==> src/umd_defines.svh <==
// Shared constants for the multidrop serial port
`ifndef UMD_DEFINES_SVH
`define UMD_DEFINES_SVH
`define UMD_OVERSAMPLE     5'h10
`define UMD_OVS_LAST       4'hF
`define UMD_OVS_MID        4'h7
`define UMD_DIV_RESET      16'h0001
`define UMD_FRAME_BITS     4'hA
`define UMD_FRAME_BITS_MP  4'hB
`define UMD_MODE_ALL_ADDR  2'h1
`define UMD_MODE_MATCH     2'h2
`define UMD_MODE_MATCH_NA  2'h3
`endif

==> src/umd_pkg.sv <==
// Types for the multidrop serial port
package umd_pkg;
  typedef enum logic [1:0] {
    UMD_TX_IDLE  = 2'b00,
    UMD_TX_SETUP = 2'b01,
    UMD_TX_SHIFT = 2'b10
  } umd_tx_state_e;
  typedef enum logic [1:0] {
    UMD_RX_IDLE  = 2'b00,
    UMD_RX_SHIFT = 2'b01
  } umd_rx_state_e;
endpackage : umd_pkg

==> src/umd_tick_if.sv <==
// Bit-rate tick carrier between generator and port logic
interface umd_tick_if;
  logic        tick;
  logic        reload;
  logic [15:0] divisor;
  modport gen (input divisor, output tick, output reload);
  modport use_side (output divisor, input tick, input reload);
endinterface : umd_tick_if

==> src/umd_brg.sv <==
// Bit-rate generator: down counter reloading from the divisor
`include "umd_defines.svh"
module umd_brg (
  // Clock and reset
  input  wire logic clk_sys_i,
  input  wire logic rst_n_i,
  // Tick carrier
  umd_tick_if.gen   tk
);
  logic [15:0] cnt;
  logic [15:0] next_cnt;
  logic        tick;
  logic        next_tick;

  always_comb begin
    next_tick = 1'b0;
    next_cnt  = cnt - 16'h0001;
    if (cnt <= `UMD_DIV_RESET) begin
      next_cnt  = (tk.divisor == 16'h0000) ? `UMD_DIV_RESET : tk.divisor;
      next_tick = 1'b1;
    end
  end

  always_ff @(posedge clk_sys_i) begin
    if (!rst_n_i) begin
      cnt  <= `UMD_DIV_RESET;
      tick <= 1'b0;
    end else begin
      cnt  <= next_cnt;
      tick <= next_tick;
    end
  end

  assign tk.tick   = tick;
  assign tk.reload = tick;
endmodule : umd_brg

==> src/umd_port.sv <==
// Multidrop serial port: transmitter, receiver, filters, driver enable
// Behaviour
// - In nine-bit mode an address/data flag follows data, before stop bits.
// - Nine-bit mode uses the parity slot as the address/data flag.
// - Address filters act only while multidrop_enable is one.
// - Mode 01: address bytes interrupt, data bytes only with a framing error.
// - Mode 00 with multidrop on: every byte interrupts.
// - rx_addr_flag shows received flag; one marks an address byte.
// - Mode 10: compare address; mismatch drops it and its frame's data.
// - Mode 10: match and following data interrupt; first data sets new_frame_flag.
// - Each later address compares again; mismatch discards until next match.
// - Mode 11 as mode 10 but address bytes raise no interrupt.
// - Drive enable asserts on write, one to two bits before start.
// - Drive enable covers whole frame, releases one clock after last stop.
// - Write once the start bit is out, before frame end, keeps drive enable asserted between frames.
// - drive_enable_polarity selects drive enable sense; default active high.
// - tx_holding_empty and interrupt set after first bit shifts out.
// - Transmit data write clears tx_holding_empty.
// - Receive interrupt on data, break, framing; overrun raises none; data maskable.
// - Overrun keeps held byte and hides overrun/break until it is read.
// - After read, report overrun with data flag; second read clears.
// - With baud interrupt enable, receive interrupt on each generator reload.
// - Divisor is high:low bytes; bit rate is clock over sixteen times it.
// - Both enables off and timer_mode_ctl set: timer interrupts every divisor.
// - Reading receive data with no overrun pending clears data, parity, framing and break flags.
`include "umd_defines.svh"
module umd_port (
  // Clock and reset
  input  wire logic       clk_sys_i,
  input  wire logic       rst_n_i,
  // Configuration
  input  wire logic [7:0] div_high_i,
  input  wire logic [7:0] div_low_i,
  input  wire logic       tx_enable_i,
  input  wire logic       rx_enable_i,
  input  wire logic       two_stop_i,
  input  wire logic       parity_en_i,
  input  wire logic       parity_odd_i,
  input  wire logic       multidrop_enable_i,
  input  wire logic [1:0] addr_filter_mode_i,
  input  wire logic [7:0] node_addr_i,
  input  wire logic       drive_enable_polarity_i,
  input  wire logic       rx_data_irq_en_i,
  input  wire logic       brg_irq_en_i,
  input  wire logic       timer_mode_ctl_i,
  // Transmit data port
  input  wire logic       tx_write_i,
  input  wire logic [7:0] tx_data_i,
  input  wire logic       tx_addr_flag_i,
  // Receive data port
  input  wire logic       rx_read_i,
  // Serial pins
  input  wire logic       rxd_i,
  output logic            txd_o,
  output logic            xcvr_drive_enable_o,
  // Status
  output logic [7:0]      rx_data_o,
  output logic            rx_data_avail_o,
  output logic            parity_err_o,
  output logic            overrun_o,
  output logic            framing_err_flag_o,
  output logic            break_seen_o,
  output logic            tx_holding_empty_o,
  output logic            tx_idle_o,
  output logic            rx_addr_flag_o,
  output logic            new_frame_flag_o,
  // Interrupts
  output logic            tx_irq_o,
  output logic            rx_irq_o
);
  // ----------------------------------------------------------------
  // Bit-rate generator
  // ----------------------------------------------------------------
  umd_tick_if tk ();
  assign tk.divisor = {div_high_i, div_low_i};
  umd_brg u_brg (
    .clk_sys_i (clk_sys_i),
    .rst_n_i   (rst_n_i),
    .tk        (tk.gen)
  );

  logic nine_bit;
  assign nine_bit = multidrop_enable_i;

  // ----------------------------------------------------------------
  // Transmitter
  // ----------------------------------------------------------------
  umd_pkg::umd_tx_state_e tx_st, next_tx_st;
  logic [3:0]  tx_ovs, next_tx_ovs;
  logic [3:0]  tx_bit, next_tx_bit;
  logic [3:0]  tx_last, next_tx_last;
  logic [10:0] tx_sh, next_tx_sh;
  logic [7:0]  thr, next_thr;
  logic        thr_flag, next_thr_flag;
  logic        thr_full, next_thr_full;
  logic        de_act, next_de_act;
  logic        tx_pend, next_tx_pend;
  logic        txd, next_txd;
  logic        tx_irq, next_tx_irq;
  logic        tx_ninth;

  // Ninth bit is the address flag in nine-bit mode, else parity
  assign tx_ninth = nine_bit ? thr_flag : (^thr ^ parity_odd_i);

  always_comb begin
    next_tx_st    = tx_st;
    next_tx_ovs   = tx_ovs;
    next_tx_bit   = tx_bit;
    next_tx_last  = tx_last;
    next_tx_sh    = tx_sh;
    next_thr      = thr;
    next_thr_flag = thr_flag;
    next_thr_full = thr_full;
    next_de_act   = de_act;
    next_tx_pend  = 1'b0;
    next_txd      = txd;
    next_tx_irq   = 1'b0;
    if (tx_write_i) begin
      next_thr      = tx_data_i;
      next_thr_flag = tx_addr_flag_i;
      next_thr_full = 1'b1;
      next_de_act   = 1'b1;
    end
    case (tx_st)
      umd_pkg::UMD_TX_IDLE: begin
        next_txd    = 1'b1;
        next_tx_ovs = 4'h0;
        if ((thr_full || tx_write_i) && tx_enable_i) begin
          // Leave on the write edge so setup never exceeds two bits
          next_tx_st  = umd_pkg::UMD_TX_SETUP;
          next_tx_bit = 4'h0;
        end
      end
      umd_pkg::UMD_TX_SETUP: begin
        if (tk.tick) begin
          next_tx_ovs = tx_ovs + 4'h1;
          if (tx_ovs == `UMD_OVS_LAST) begin
            next_tx_bit = tx_bit + 4'h1;
            if (tx_bit != 4'h0) begin
              next_tx_sh    = {1'b1, 1'b1, (nine_bit || parity_en_i) ? tx_ninth : 1'b1, thr};
              next_tx_last  = (nine_bit || parity_en_i) ? (`UMD_FRAME_BITS_MP + {3'h0, two_stop_i} - 4'h1)
                                                        : (`UMD_FRAME_BITS + {3'h0, two_stop_i} - 4'h1);
              next_txd      = 1'b0;
              next_tx_bit   = 4'h0;
              next_tx_st    = umd_pkg::UMD_TX_SHIFT;
            end
          end
        end
      end
      umd_pkg::UMD_TX_SHIFT: begin
        if (tk.tick) begin
          next_tx_ovs = tx_ovs + 4'h1;
          if (tx_ovs == `UMD_OVS_LAST) begin
            next_tx_bit = tx_bit + 4'h1;
            if (tx_bit == 4'h0) begin
              // Holding stays full until the start bit is out
              next_thr_full = tx_write_i;
              next_tx_irq   = 1'b1;
            end
            if (tx_bit == tx_last) begin
              next_txd     = 1'b1;
              next_tx_pend = 1'b1;
              next_tx_st   = umd_pkg::UMD_TX_IDLE;
            end else begin
              next_txd   = tx_sh[0];
              next_tx_sh = {1'b1, tx_sh[10:1]};
            end
          end
        end
      end
      default: next_tx_st = umd_pkg::UMD_TX_IDLE;
    endcase
    // Release one clock after the last stop unless another byte waits
    if (tx_pend && !thr_full && !tx_write_i) begin
      next_de_act = 1'b0;
    end
  end

  always_ff @(posedge clk_sys_i) begin
    if (!rst_n_i) begin
      tx_st    <= umd_pkg::UMD_TX_IDLE;
      tx_ovs   <= 4'h0;
      tx_bit   <= 4'h0;
      tx_last  <= `UMD_FRAME_BITS;
      tx_sh    <= 11'h7FF;
      thr      <= 8'h00;
      thr_flag <= 1'b0;
      thr_full <= 1'b0;
      de_act   <= 1'b0;
      tx_pend  <= 1'b0;
      txd      <= 1'b1;
      tx_irq   <= 1'b0;
    end else begin
      tx_st    <= next_tx_st;
      tx_ovs   <= next_tx_ovs;
      tx_bit   <= next_tx_bit;
      tx_last  <= next_tx_last;
      tx_sh    <= next_tx_sh;
      thr      <= next_thr;
      thr_flag <= next_thr_flag;
      thr_full <= next_thr_full;
      de_act   <= next_de_act;
      tx_pend  <= next_tx_pend;
      txd      <= next_txd;
      tx_irq   <= next_tx_irq;
    end
  end

  // ----------------------------------------------------------------
  // Receiver
  // ----------------------------------------------------------------
  umd_pkg::umd_rx_state_e rx_st, next_rx_st;
  logic [3:0]  rx_ovs, next_rx_ovs;
  logic [3:0]  rx_bit, next_rx_bit;
  logic [8:0]  rx_sh, next_rx_sh;
  logic [7:0]  rdr, next_rdr;
  logic        rx_data_avail, next_rda;
  logic        pe, next_pe;
  logic        fe, next_fe;
  logic        brk, next_brk;
  logic        ov_hid, next_ov_hid;
  logic        brk_hid, next_brk_hid;
  logic        ov_shown, next_ov_shown;
  logic        addr_f, next_addr_f;
  logic        newfr, next_newfr;
  logic        in_frame, next_in_frame;
  logic        pend_new, next_pend_new;
  logic        rx_irq, next_rx_irq;
  logic [3:0]  rx_nbits;
  logic        is_addr, accept, data_irq, all_zero, match;

  assign rx_nbits = (nine_bit || parity_en_i) ? 4'h9 : 4'h8;

  always_comb begin
    next_rx_st    = rx_st;
    next_rx_ovs   = rx_ovs;
    next_rx_bit   = rx_bit;
    next_rx_sh    = rx_sh;
    next_rdr      = rdr;
    next_rda      = rx_data_avail;
    next_pe       = pe;
    next_fe       = fe;
    next_brk      = brk;
    next_ov_hid   = ov_hid;
    next_brk_hid  = brk_hid;
    next_ov_shown = ov_shown;
    next_addr_f   = addr_f;
    next_newfr    = newfr;
    next_in_frame = in_frame;
    next_pend_new = pend_new;
    next_rx_irq   = 1'b0;
    is_addr  = nine_bit && rx_sh[8];
    match    = (rx_sh[7:0] == node_addr_i);
    all_zero = (rx_sh == 9'h000) && !rxd_i;
    accept   = 1'b1;
    data_irq = 1'b1;
    if (rx_read_i) begin
      if (ov_shown) begin
        next_ov_shown = 1'b0;
        next_rda      = 1'b0;
        next_brk      = 1'b0;
      end else if (ov_hid) begin
        // Held byte read: expose overrun with a byte to discard
        next_ov_shown = 1'b1;
        next_rda      = 1'b1;
        next_brk      = brk_hid;
        next_ov_hid   = 1'b0;
        next_brk_hid  = 1'b0;
      end else begin
        next_rda = 1'b0;
        next_pe  = 1'b0;
        next_fe  = 1'b0;
        next_brk = 1'b0;
      end
    end
    case (rx_st)
      umd_pkg::UMD_RX_IDLE: begin
        next_rx_ovs = 4'h0;
        next_rx_bit = 4'h0;
        if (rx_enable_i && !rxd_i) begin
          next_rx_st = umd_pkg::UMD_RX_SHIFT;
        end
      end
      umd_pkg::UMD_RX_SHIFT: begin
        if (tk.tick) begin
          next_rx_ovs = rx_ovs + 4'h1;
          if (rx_ovs == `UMD_OVS_MID) begin
            next_rx_bit = rx_bit + 4'h1;
            if (rx_bit == 4'h0 && rxd_i) begin
              next_rx_st = umd_pkg::UMD_RX_IDLE; // False start
            end else if (rx_bit != 4'h0 && rx_bit <= rx_nbits) begin
              next_rx_sh = (rx_nbits == 4'h9) ? {rxd_i, rx_sh[8:1]} : {1'b0, rxd_i, rx_sh[7:1]};
            end else if (rx_bit > rx_nbits) begin
              next_rx_st = umd_pkg::UMD_RX_IDLE;
              if (multidrop_enable_i && addr_filter_mode_i != 2'h0) begin
                case (addr_filter_mode_i)
                  `UMD_MODE_ALL_ADDR: begin
                    accept   = is_addr;
                    data_irq = is_addr;
                  end
                  `UMD_MODE_MATCH, `UMD_MODE_MATCH_NA: begin
                    if (is_addr) begin
                      next_in_frame = match;
                      next_pend_new = match;
                      accept        = match;
                      data_irq      = match && (addr_filter_mode_i == `UMD_MODE_MATCH);
                    end else begin
                      accept   = in_frame;
                      data_irq = in_frame;
                    end
                  end
                  default: begin
                    accept   = 1'b1;
                    data_irq = 1'b1;
                  end
                endcase
              end
              if (accept || all_zero || !rxd_i) begin
                if (rx_data_avail && !rx_read_i) begin
                  next_ov_hid  = 1'b1;
                  next_brk_hid = all_zero;
                end else begin
                  next_rdr    = rx_sh[7:0];
                  next_rda    = 1'b1;
                  next_addr_f = rx_sh[8] && nine_bit;
                  next_newfr  = !is_addr && pend_new;
                  if (!is_addr) begin
                    next_pend_new = 1'b0;
                  end
                  next_pe  = parity_en_i && !nine_bit && (^rx_sh ^ parity_odd_i);
                  next_fe  = !rxd_i;
                  next_brk = all_zero;
                  next_rx_irq = (data_irq && rx_data_irq_en_i) || !rxd_i;
                end
              end
            end
          end
        end
      end
      default: next_rx_st = umd_pkg::UMD_RX_IDLE;
    endcase
    // Baud reload doubles as timer interrupt
    if (tk.reload && (brg_irq_en_i ||
        (timer_mode_ctl_i && !tx_enable_i && !rx_enable_i))) begin
      next_rx_irq = 1'b1;
    end
  end

  always_ff @(posedge clk_sys_i) begin
    if (!rst_n_i) begin
      rx_st    <= umd_pkg::UMD_RX_IDLE;
      rx_ovs   <= 4'h0;
      rx_bit   <= 4'h0;
      rx_sh    <= 9'h000;
      rdr      <= 8'h00;
      rx_data_avail      <= 1'b0;
      pe       <= 1'b0;
      fe       <= 1'b0;
      brk      <= 1'b0;
      ov_hid   <= 1'b0;
      brk_hid  <= 1'b0;
      ov_shown <= 1'b0;
      addr_f   <= 1'b0;
      newfr    <= 1'b0;
      in_frame <= 1'b0;
      pend_new <= 1'b0;
      rx_irq   <= 1'b0;
    end else begin
      rx_st    <= next_rx_st;
      rx_ovs   <= next_rx_ovs;
      rx_bit   <= next_rx_bit;
      rx_sh    <= next_rx_sh;
      rdr      <= next_rdr;
      rx_data_avail      <= next_rda;
      pe       <= next_pe;
      fe       <= next_fe;
      brk      <= next_brk;
      ov_hid   <= next_ov_hid;
      brk_hid  <= next_brk_hid;
      ov_shown <= next_ov_shown;
      addr_f   <= next_addr_f;
      newfr    <= next_newfr;
      in_frame <= next_in_frame;
      pend_new <= next_pend_new;
      rx_irq   <= next_rx_irq;
    end
  end

  // ----------------------------------------------------------------
  // Registered outputs
  // ----------------------------------------------------------------
  logic de_pin;
  logic hold_empty;
  logic tx_idle;
  always_ff @(posedge clk_sys_i) begin
    if (!rst_n_i) begin
      de_pin     <= 1'b0;
      hold_empty <= 1'b1;
      tx_idle    <= 1'b1;
    end else begin
      de_pin     <= next_de_act ^ drive_enable_polarity_i;
      hold_empty <= !next_thr_full;
      tx_idle    <= !next_de_act;
    end
  end

  assign txd_o               = txd;
  assign xcvr_drive_enable_o = de_pin;
  assign rx_data_o           = rdr;
  assign rx_data_avail_o     = rx_data_avail;
  assign parity_err_o        = pe;
  assign overrun_o           = ov_shown;
  assign framing_err_flag_o  = fe;
  assign break_seen_o        = brk;
  assign tx_holding_empty_o  = hold_empty;
  assign tx_idle_o           = tx_idle;
  assign rx_addr_flag_o      = addr_f;
  assign new_frame_flag_o    = newfr;
  assign tx_irq_o            = tx_irq;
  assign rx_irq_o            = rx_irq;
endmodule : umd_port

==> config.mk <==
export PLATFORM = sky130hd
export DESIGN_NAME = umd_port
export DESIGN_NICKNAME = d
export VERILOG_FILES = /design/src/umd_pkg.sv /design/src/umd_tick_if.sv /design/src/umd_brg.sv /design/src/umd_port.sv
export VERILOG_INCLUDE_DIRS = /design/src
export SDC_FILE = /design/constraint.sdc
export NUM_CORES = 1
export LEC_CHECK = 0
export BUFFER_PORTS_ARGS = -buffer_cell sky130_fd_sc_hd__buf_4
export CELL_PAD_IN_SITES_DETAIL_PLACEMENT = 1
export CELL_PAD_IN_SITES_GLOBAL_PLACEMENT = 1
export CORE_ASPECT_RATIO = 0.5
export CORE_MARGIN = 2
export CORE_UTILIZATION = 39
export CTS_CLUSTER_DIAMETER = 80
export CTS_CLUSTER_SIZE = 25
export DETAILED_ROUTE_END_ITERATION = 16
export PLACE_DENSITY = 0.74
export RECOVER_POWER = 25
export SLEW_MARGIN = 10
export SYNTH_ARGS = -nofsm -noshare
export SYNTH_HDL_FRONTEND = slang
export SYNTH_HIERARCHICAL = 1
export SYNTH_SLANG_ARGS = --single-unit
==> constraint.sdc <==
create_clock -name clk_sys_i -period 2.2 [get_ports clk_sys_i]
set_clock_uncertainty 0.2 [all_clocks]
set_input_delay 0.66 -clock clk_sys_i [delete_from_list [all_inputs] [get_ports clk_sys_i]]
set_output_delay 0.66 -clock clk_sys_i [all_outputs]
set_load 0.02 [all_outputs]
[Word level (Yosys, flattened, before mapping)]
Index checks and enable logic that the tools add are counted.
Word-level totals
  register bits after elaboration: 98
  bits of input ports: 50
  output and inout bits: 21
Operators by class
  add/subtract/negate cells: 9
  $lt $le $gt $ge: 3
  eq/ne operators: 25
  mux-type cells: 158
  bitwise gates (word level): 6
  reductions and logical operators: 65
Operators with widths (number)
  $mux W1: 115
  $mux W11: 6
  $mux W4: 11
  $mux W16: 2
  $mux W2: 13
  $pmux W4 S2: 3
  $pmux W11 S2: 1
  $logic_and A1 B1 Y1: 18
  $reduce_and A6 Y1: 3
  $add A4 B1 Y4 const B: 4
  $le A16 B1 Y1 const B: 1
  $logic_not A16 Y1: 1
  $ne A2 B2 Y1 const B: 8
  $reduce_and A8 Y1: 2
  $sub A16 B1 Y16 const B: 1
  $reduce_and A7 Y1: 2
  $pmux W4 S3: 1
  $logic_not A1 Y1: 10
  $reduce_and A5 Y1: 2
  $logic_not A9 Y1: 1
  $mux W9: 1
  $reduce_xor A9 Y1: 1
  $add A4 B1 Y4 const A: 2
  $eq A4 B4 Y1 const B: 2
  other kinds (27): 55

[Longest topological paths before layout]
  word-level depth: 22
  gate-level depth with buffers: 9

[Cells and area by module]
The synthesis kept the hierarchy.
Modules (own cells, without submodules)
  umd_port: times used 1, cells each 424, area an instance 3868.7 µm², seq. area each 1521.5 µm²
  umd_brg: times used 1, cells each 110, area an instance 959.7 µm², seq. area each 340.3 µm²

[Worst setup path before layout]
Ideal clock, no wire load.
  path type: input port to flip-flop
  from: input port multidrop_enable_i
  to: register brk (netlist: break_seen_o)
  data arrival time: 2.129 ns
  data required time: 1.928 ns
  slack: -0.201 ns
  stages on the path: 9
  buffers on the path: 1
  cells stage by stage: nor2_1 > inv_1 > ha_1 > nor2_1 > o2111a_1 > nand2_1 > a21oi_4 > buf_12 > mux2i_1
On the way
  cells in the longest elaborated chain, start to end: 19
  elaborated cells on any way between the ends: 25
  those cells by class: 2 x order compare; 17 x mux; 6 x reduce/logical
Ends and longest elaborated chain
  start, declared: RTL line umd_port.sv:39  | input wire logic multidrop_enable_i,
  $logic_and A1 B1 Y1: RTL line umd_port.sv:252  | is_addr = nine_bit && rx_sh[8];
  $mux W1: RTL line umd_port.sv:302  | if (is_addr) begin
  $pmux W1 S2: RTL line umd_port.sv:296  | case (addr_filter_mode_i)
  $mux W1: RTL line umd_port.sv:295  | if (multidrop_enable_i && addr_filter_mode_i != 2'h0) begin
  $mux W1: RTL line umd_port.sv:293  | end else if (rx_bit > rx_nbits) begin
  $mux W1: RTL line umd_port.sv:291  | end else if (rx_bit != 4'h0 && rx_bit <= rx_nbits) begin
  $mux W1: RTL line umd_port.sv:289  | if (rx_bit == 4'h0 && rxd_i) begin
  $mux W1: RTL line umd_port.sv:287  | if (rx_ovs == `UMD_OVS_MID) begin
  [... 2 more ...]
  $logic_or A1 B1 Y1 (2 in a row): RTL line umd_port.sv:318  | if (accept || all_zero || !rxd_i) begin
  $mux W1: RTL line umd_port.sv:318
  $mux W1: RTL line umd_port.sv:293
  $mux W1 (*): RTL line umd_port.sv:291
  $mux W1 (*): RTL line umd_port.sv:289
  $mux W1 (*): RTL line umd_port.sv:287
  $mux W1 (*): RTL line umd_port.sv:285  | if (tk.tick) begin
  $mux W1 (*): RTL line umd_port.sv:276  | case (rx_st)
  end signal, assigned: RTL line umd_port.sv:377  | brk <= next_brk;
  end, declared: RTL line umd_port.sv:220  | logic brk, next_brk;
Every way passes the cells marked *; elsewhere a longest branch is shown, timed or not. The select of a mux whose other input is x is not followed.
A chain may end at the register's enable or synchronous reset.

[Worst setup path in the final report]
  from: register tx_st[0]
  to: register tx_bit[3]
On the way
  cells in the longest elaborated chain, start to end: 3
  elaborated cells on any way between the ends: 11
  those cells by class: 7 x eq/ne; 1 x mux; 3 x reduce/logical
Ends and longest elaborated chain
  start, declared: RTL line umd_port.sv:88  | umd_pkg::umd_tx_state_e tx_st, next_tx_st;
  start signal, assigned: RTL line umd_port.sv:181  | tx_st <= umd_pkg::UMD_TX_IDLE;
  start signal, assigned: RTL line umd_port.sv:194  | tx_st <= next_tx_st;
  $eq A2 B1 Y1, or another cell as far along: RTL line umd_port.sv:124  | case (tx_st)
  $ne A2 B1 Y1 (no line), or another cell as far along
  $reduce_and A6 Y1 (no line)
  end signal, assigned: RTL line umd_port.sv:196  | tx_bit <= next_tx_bit;
  end, declared: RTL line umd_port.sv:90  | logic [3:0] tx_bit, next_tx_bit;
Several ways; a longest one is shown, not always the timed one.

==> flow_metrics.tcl <==
set metrics [dict create \
    io_pins 71 \
    ir_drop_uv 624 \
    wl_per_cell_um 16.6 \
    worstMarginPinSlew_ns 0.547 \
    setup_viol 1 \
    stdcell_count 802 \
    die_y_um 82.7 \
    startpoint_type "flop" \
    fin_ws_ns -0.0547 \
    clk_pin_slew_ns 0.06 \
    period_needed_ns 2.25 \
    ys.flop_type "dfxtp_1" \
    fp.dieArea_mm2 0.0133 \
    utilization 0.515 \
    grt_pass1_wl_um 21300 \
    synth_edf_count 0 \
    io_buffers 70 \
    max_freq_ghz 0.444 \
    n_fill_cell 1399 \
    cts_buffers 9 \
    grt_max_degree 84 \
    p_leak_nw 2.44 \
    start_util 0.404 \
    drt-total-wl_um 13300 \
    fin_area_mm2 0.00616 \
    gp_congestion 0.904 \
    synthMuxAreaShare 0.0891 \
    p_per_area_mw_per_mm2 928 \
    placed_cells 786 \
    dieWidth_um 161 \
    synthArstFlopShare 0 \
    setup_tns_ns -0.0547 \
    grt_usage 0.205 \
    root_buffer "clkbuf_16" \
    coreArea_mm2 0.0119 \
    worstHoldStart "rx_data_o[5]$_SDFFE_PN0P_" \
    cts-root-to-sink-buffers 2 \
    r2r_start "tx_st[0]$_SDFFE_PN0P_" \
    antenna_found_initial 0 \
    first_iter_violations 171 \
    ys_seq_elements 93 \
    syn_inst 534 \
    overflow 0 \
    cts_tree "done" \
    grt_pass1_vias 4285 \
    placed_area_mm2 0.00581 \
    synth_compound_area_frac 0.142 \
    clk_latency_ns 0.34 \
    synth-simple-area-share 0.207 \
    dr.pass1.iters 4 \
    cp.required_ns 2.25 \
    grt_setup_unrepaired "true" \
    cap_violations 0 \
    slew_headroom 0.632 \
    synth_adder_area_share 0.0466 \
    violations "negative setup slack" \
    ys_seq_area_frac 0.386 \
    cp-startpoint "tx_st[0]$_SDFFE_PN0P_" \
    power_mw 5.71 \
    area_growth_pct 27.5 \
    cp-end-kind "flop" \
    postRouteAntennaNets 0 \
    post-route-period-util 1.02 \
    syn-num-nets 602 \
    drv_slew 0 \
    ys_warn_count 6 \
    hold_viol_final 0 \
    worstSetupPathType "flop to flop" \
    vias_per_cell 5.10 \
    antenna_cells 0 \
    nNetsFinal 703 \
    synth_xor_area_frac 0.0751 \
    cts_sinks 93 \
    synth_top_family_by_area "simple AND/OR/NAND/NOR gates" \
    ys_types 62 \
    ctsHoldBuffers 0 \
    drc 0 \
    place.detailed.hpwl_um 9880 \
    fp-row-count 28 \
    layout-drive-gt1-share 0.253 \
    seq_area_mm2 0.00187 \
    h-tree-depth 3 \
    min_path_type "flop to flop" \
    status "complete, but fails checks" \
    crit_path_max_fanout 5 \
    holdWs_ns 0.265 \
    multiInputGateArea_mm2 0.00278 \
    place_worst_setup_slack_ns -0.287 \
    vias 4090 \
    netlist_area_mm2 0.00483 \
    syn_avg_cell_area_um2 9.04 \
    cp.arrival_ns 2.31 \
]
-- repair_timing --
item / in CTS / in global routing
pin swaps: 1 / 4
gates resized for setup: 2 / 19
setup endpoints to repair: 4 / 25
buffers inserted: 0 / 3
endpoints found under the hold margin: 0 / 0
-- path summary, 6_finish.rpt --
| path | endpoint | slack (ns) | cells past startpoint |
|---|---|---|---|
| max | tx_bit[3]$_SDFFE_PN0P_ | -0.05 | 7 |
| min reg2reg | rx_data_o[5]$_SDFFE_PN0P_ | 0.27 | 2 |
| min | rx_data_o[5]$_SDFFE_PN0P_ | 0.27 | 2 |
| max reg2reg | tx_bit[3]$_SDFFE_PN0P_ | -0.05 | 7 |
-- layer usage --
layer  track usage  wire (um)  vias up
met5             0          0        -
met4        0.0446        111        0
li1              -          -     2084
met2         0.370       6370       58
met1         0.255       6350     1937
met3        0.0480        471       11
-- registers in the layout (all words and copies together), names as in the netlist, 2 cells and up --
register and flops:
tx_ovs 4, rx_ovs 4, rx_data_o 8, u_brg/cnt 16, tx_last 2, tx_bit 4, tx_sh 9, tx_st 2
rx_sh 9, rx_bit 4, thr 8
-- cells by family after synthesis --
group,count (synthesis)
buffers and inverters,60
and+or+nand+nor,187
DFF,93
AOI/OAI and AO/OA,94
muxes,43
adders and majority gates,18
xor gates and xnor gates,39
-- power by group --
part / switching [mW] / total, mW / internal, mW
Combinational: 1.15 / 2.13 / 0.982
Clock: 0.634 / 1.50 / 0.863
Sequential: 0.203 / 2.08 / 1.88
Total: 1.99 / 5.71 / 3.72
-- area by class of cell --
| class | count | share of cell area |
|---|---|---|
| clock buffer | 11 | 0.0378 |
| clock inverter | 2 | 0.00610 |
| inverter | 33 | 0.0201 |
| multi-input combinational | 381 | 0.451 |
| sequential | 93 | 0.303 |
| tap | 165 | 0.0335 |
| timing repair buffer | 117 | 0.148 |
-- worst max-delay path, cell delays in order, from the launching register on --
cell and delay (ns):
dfxtp_2 0.36, inv_1 0.07, ha_2 0.20, nor2_2 0.16, a2bb2oi_2 0.17, nand3b_1 0.19, or4_1 0.56, a21boi_0 0.24
-- placed cells by master, fill, tap and decap left out, types with 3 or more instances in the layout --
| cell type | count |
|---|---|
| buf_4 | 113 |
| dfxtp_1 | 89 |
| nand2_1 | 52 |
| mux2i_1 | 42 |
| inv_1 | 31 |
| xnor2_1 | 26 |
| nor2_1 | 21 |
| a21oi_1 | 16 |
| nand3_1 | 15 |
| o21ai_0 | 14 |
| nor2b_1 | 14 |
| ha_1 | 14 |
| o211ai_1 | 13 |
| nor3_1 | 12 |
| nor4_1 | 12 |
| o31ai_1 | 12 |
| and2_1 | 10 |
| xor2_1 | 10 |
| clkbuf_16 | 9 |
| nand4_1 | 8 |
| or4_1 | 6 |
| a21boi_0 | 6 |
| nor3b_1 | 5 |
| nand2b_1 | 5 |
| o21a_1 | 4 |
| a211oi_1 | 4 |
| a311oi_1 | 4 |
| dfxtp_2 | 4 |
| nand3b_1 | 3 |
| and4_1 | 3 |
| nand2_2 | 3 |
| a21boi_1 | 3 |
| or3_1 | 3 |
| ha_2 | 3 |
-- Yosys cell counts, types with 2 or more instances --
cell      instances  area share
dfxtp_1          93        0.39
nand2_1          53       0.041
mux2i_1          43       0.089
inv_1            32       0.025
xnor2_1          27       0.049
nor2_1           24       0.019
ha_1             18       0.047
a21oi_1          16       0.017
clkbuf_1         15       0.012
nand3_1          15       0.016
o21ai_0          15       0.016
nor2b_1          14       0.018
nor3_1           14       0.015
o211ai_1         13       0.020
nor4_1           12       0.016
o31ai_1          12       0.019
and2_1           10       0.013
xor2_1           10       0.018
a21boi_0          9       0.014
nand4_1           8       0.010
or4_1             6      0.0093
buf_2             5      0.0052
nand2b_1          5      0.0065
nor3b_1           5      0.0078
a211oi_1          4      0.0062
a311oi_1          4      0.0073
o21a_1            4      0.0062
and4_1            3      0.0054
nand3b_1          3      0.0047
or3_1             3      0.0039
a31oi_1           2      0.0026
and4b_1           2      0.0041
buf_1             2      0.0016
buf_4             2      0.0031
nand2_2           2      0.0026
nor4_2            2      0.0052
or2_2             2      0.0026
Power figures use the tool's default switching activity.
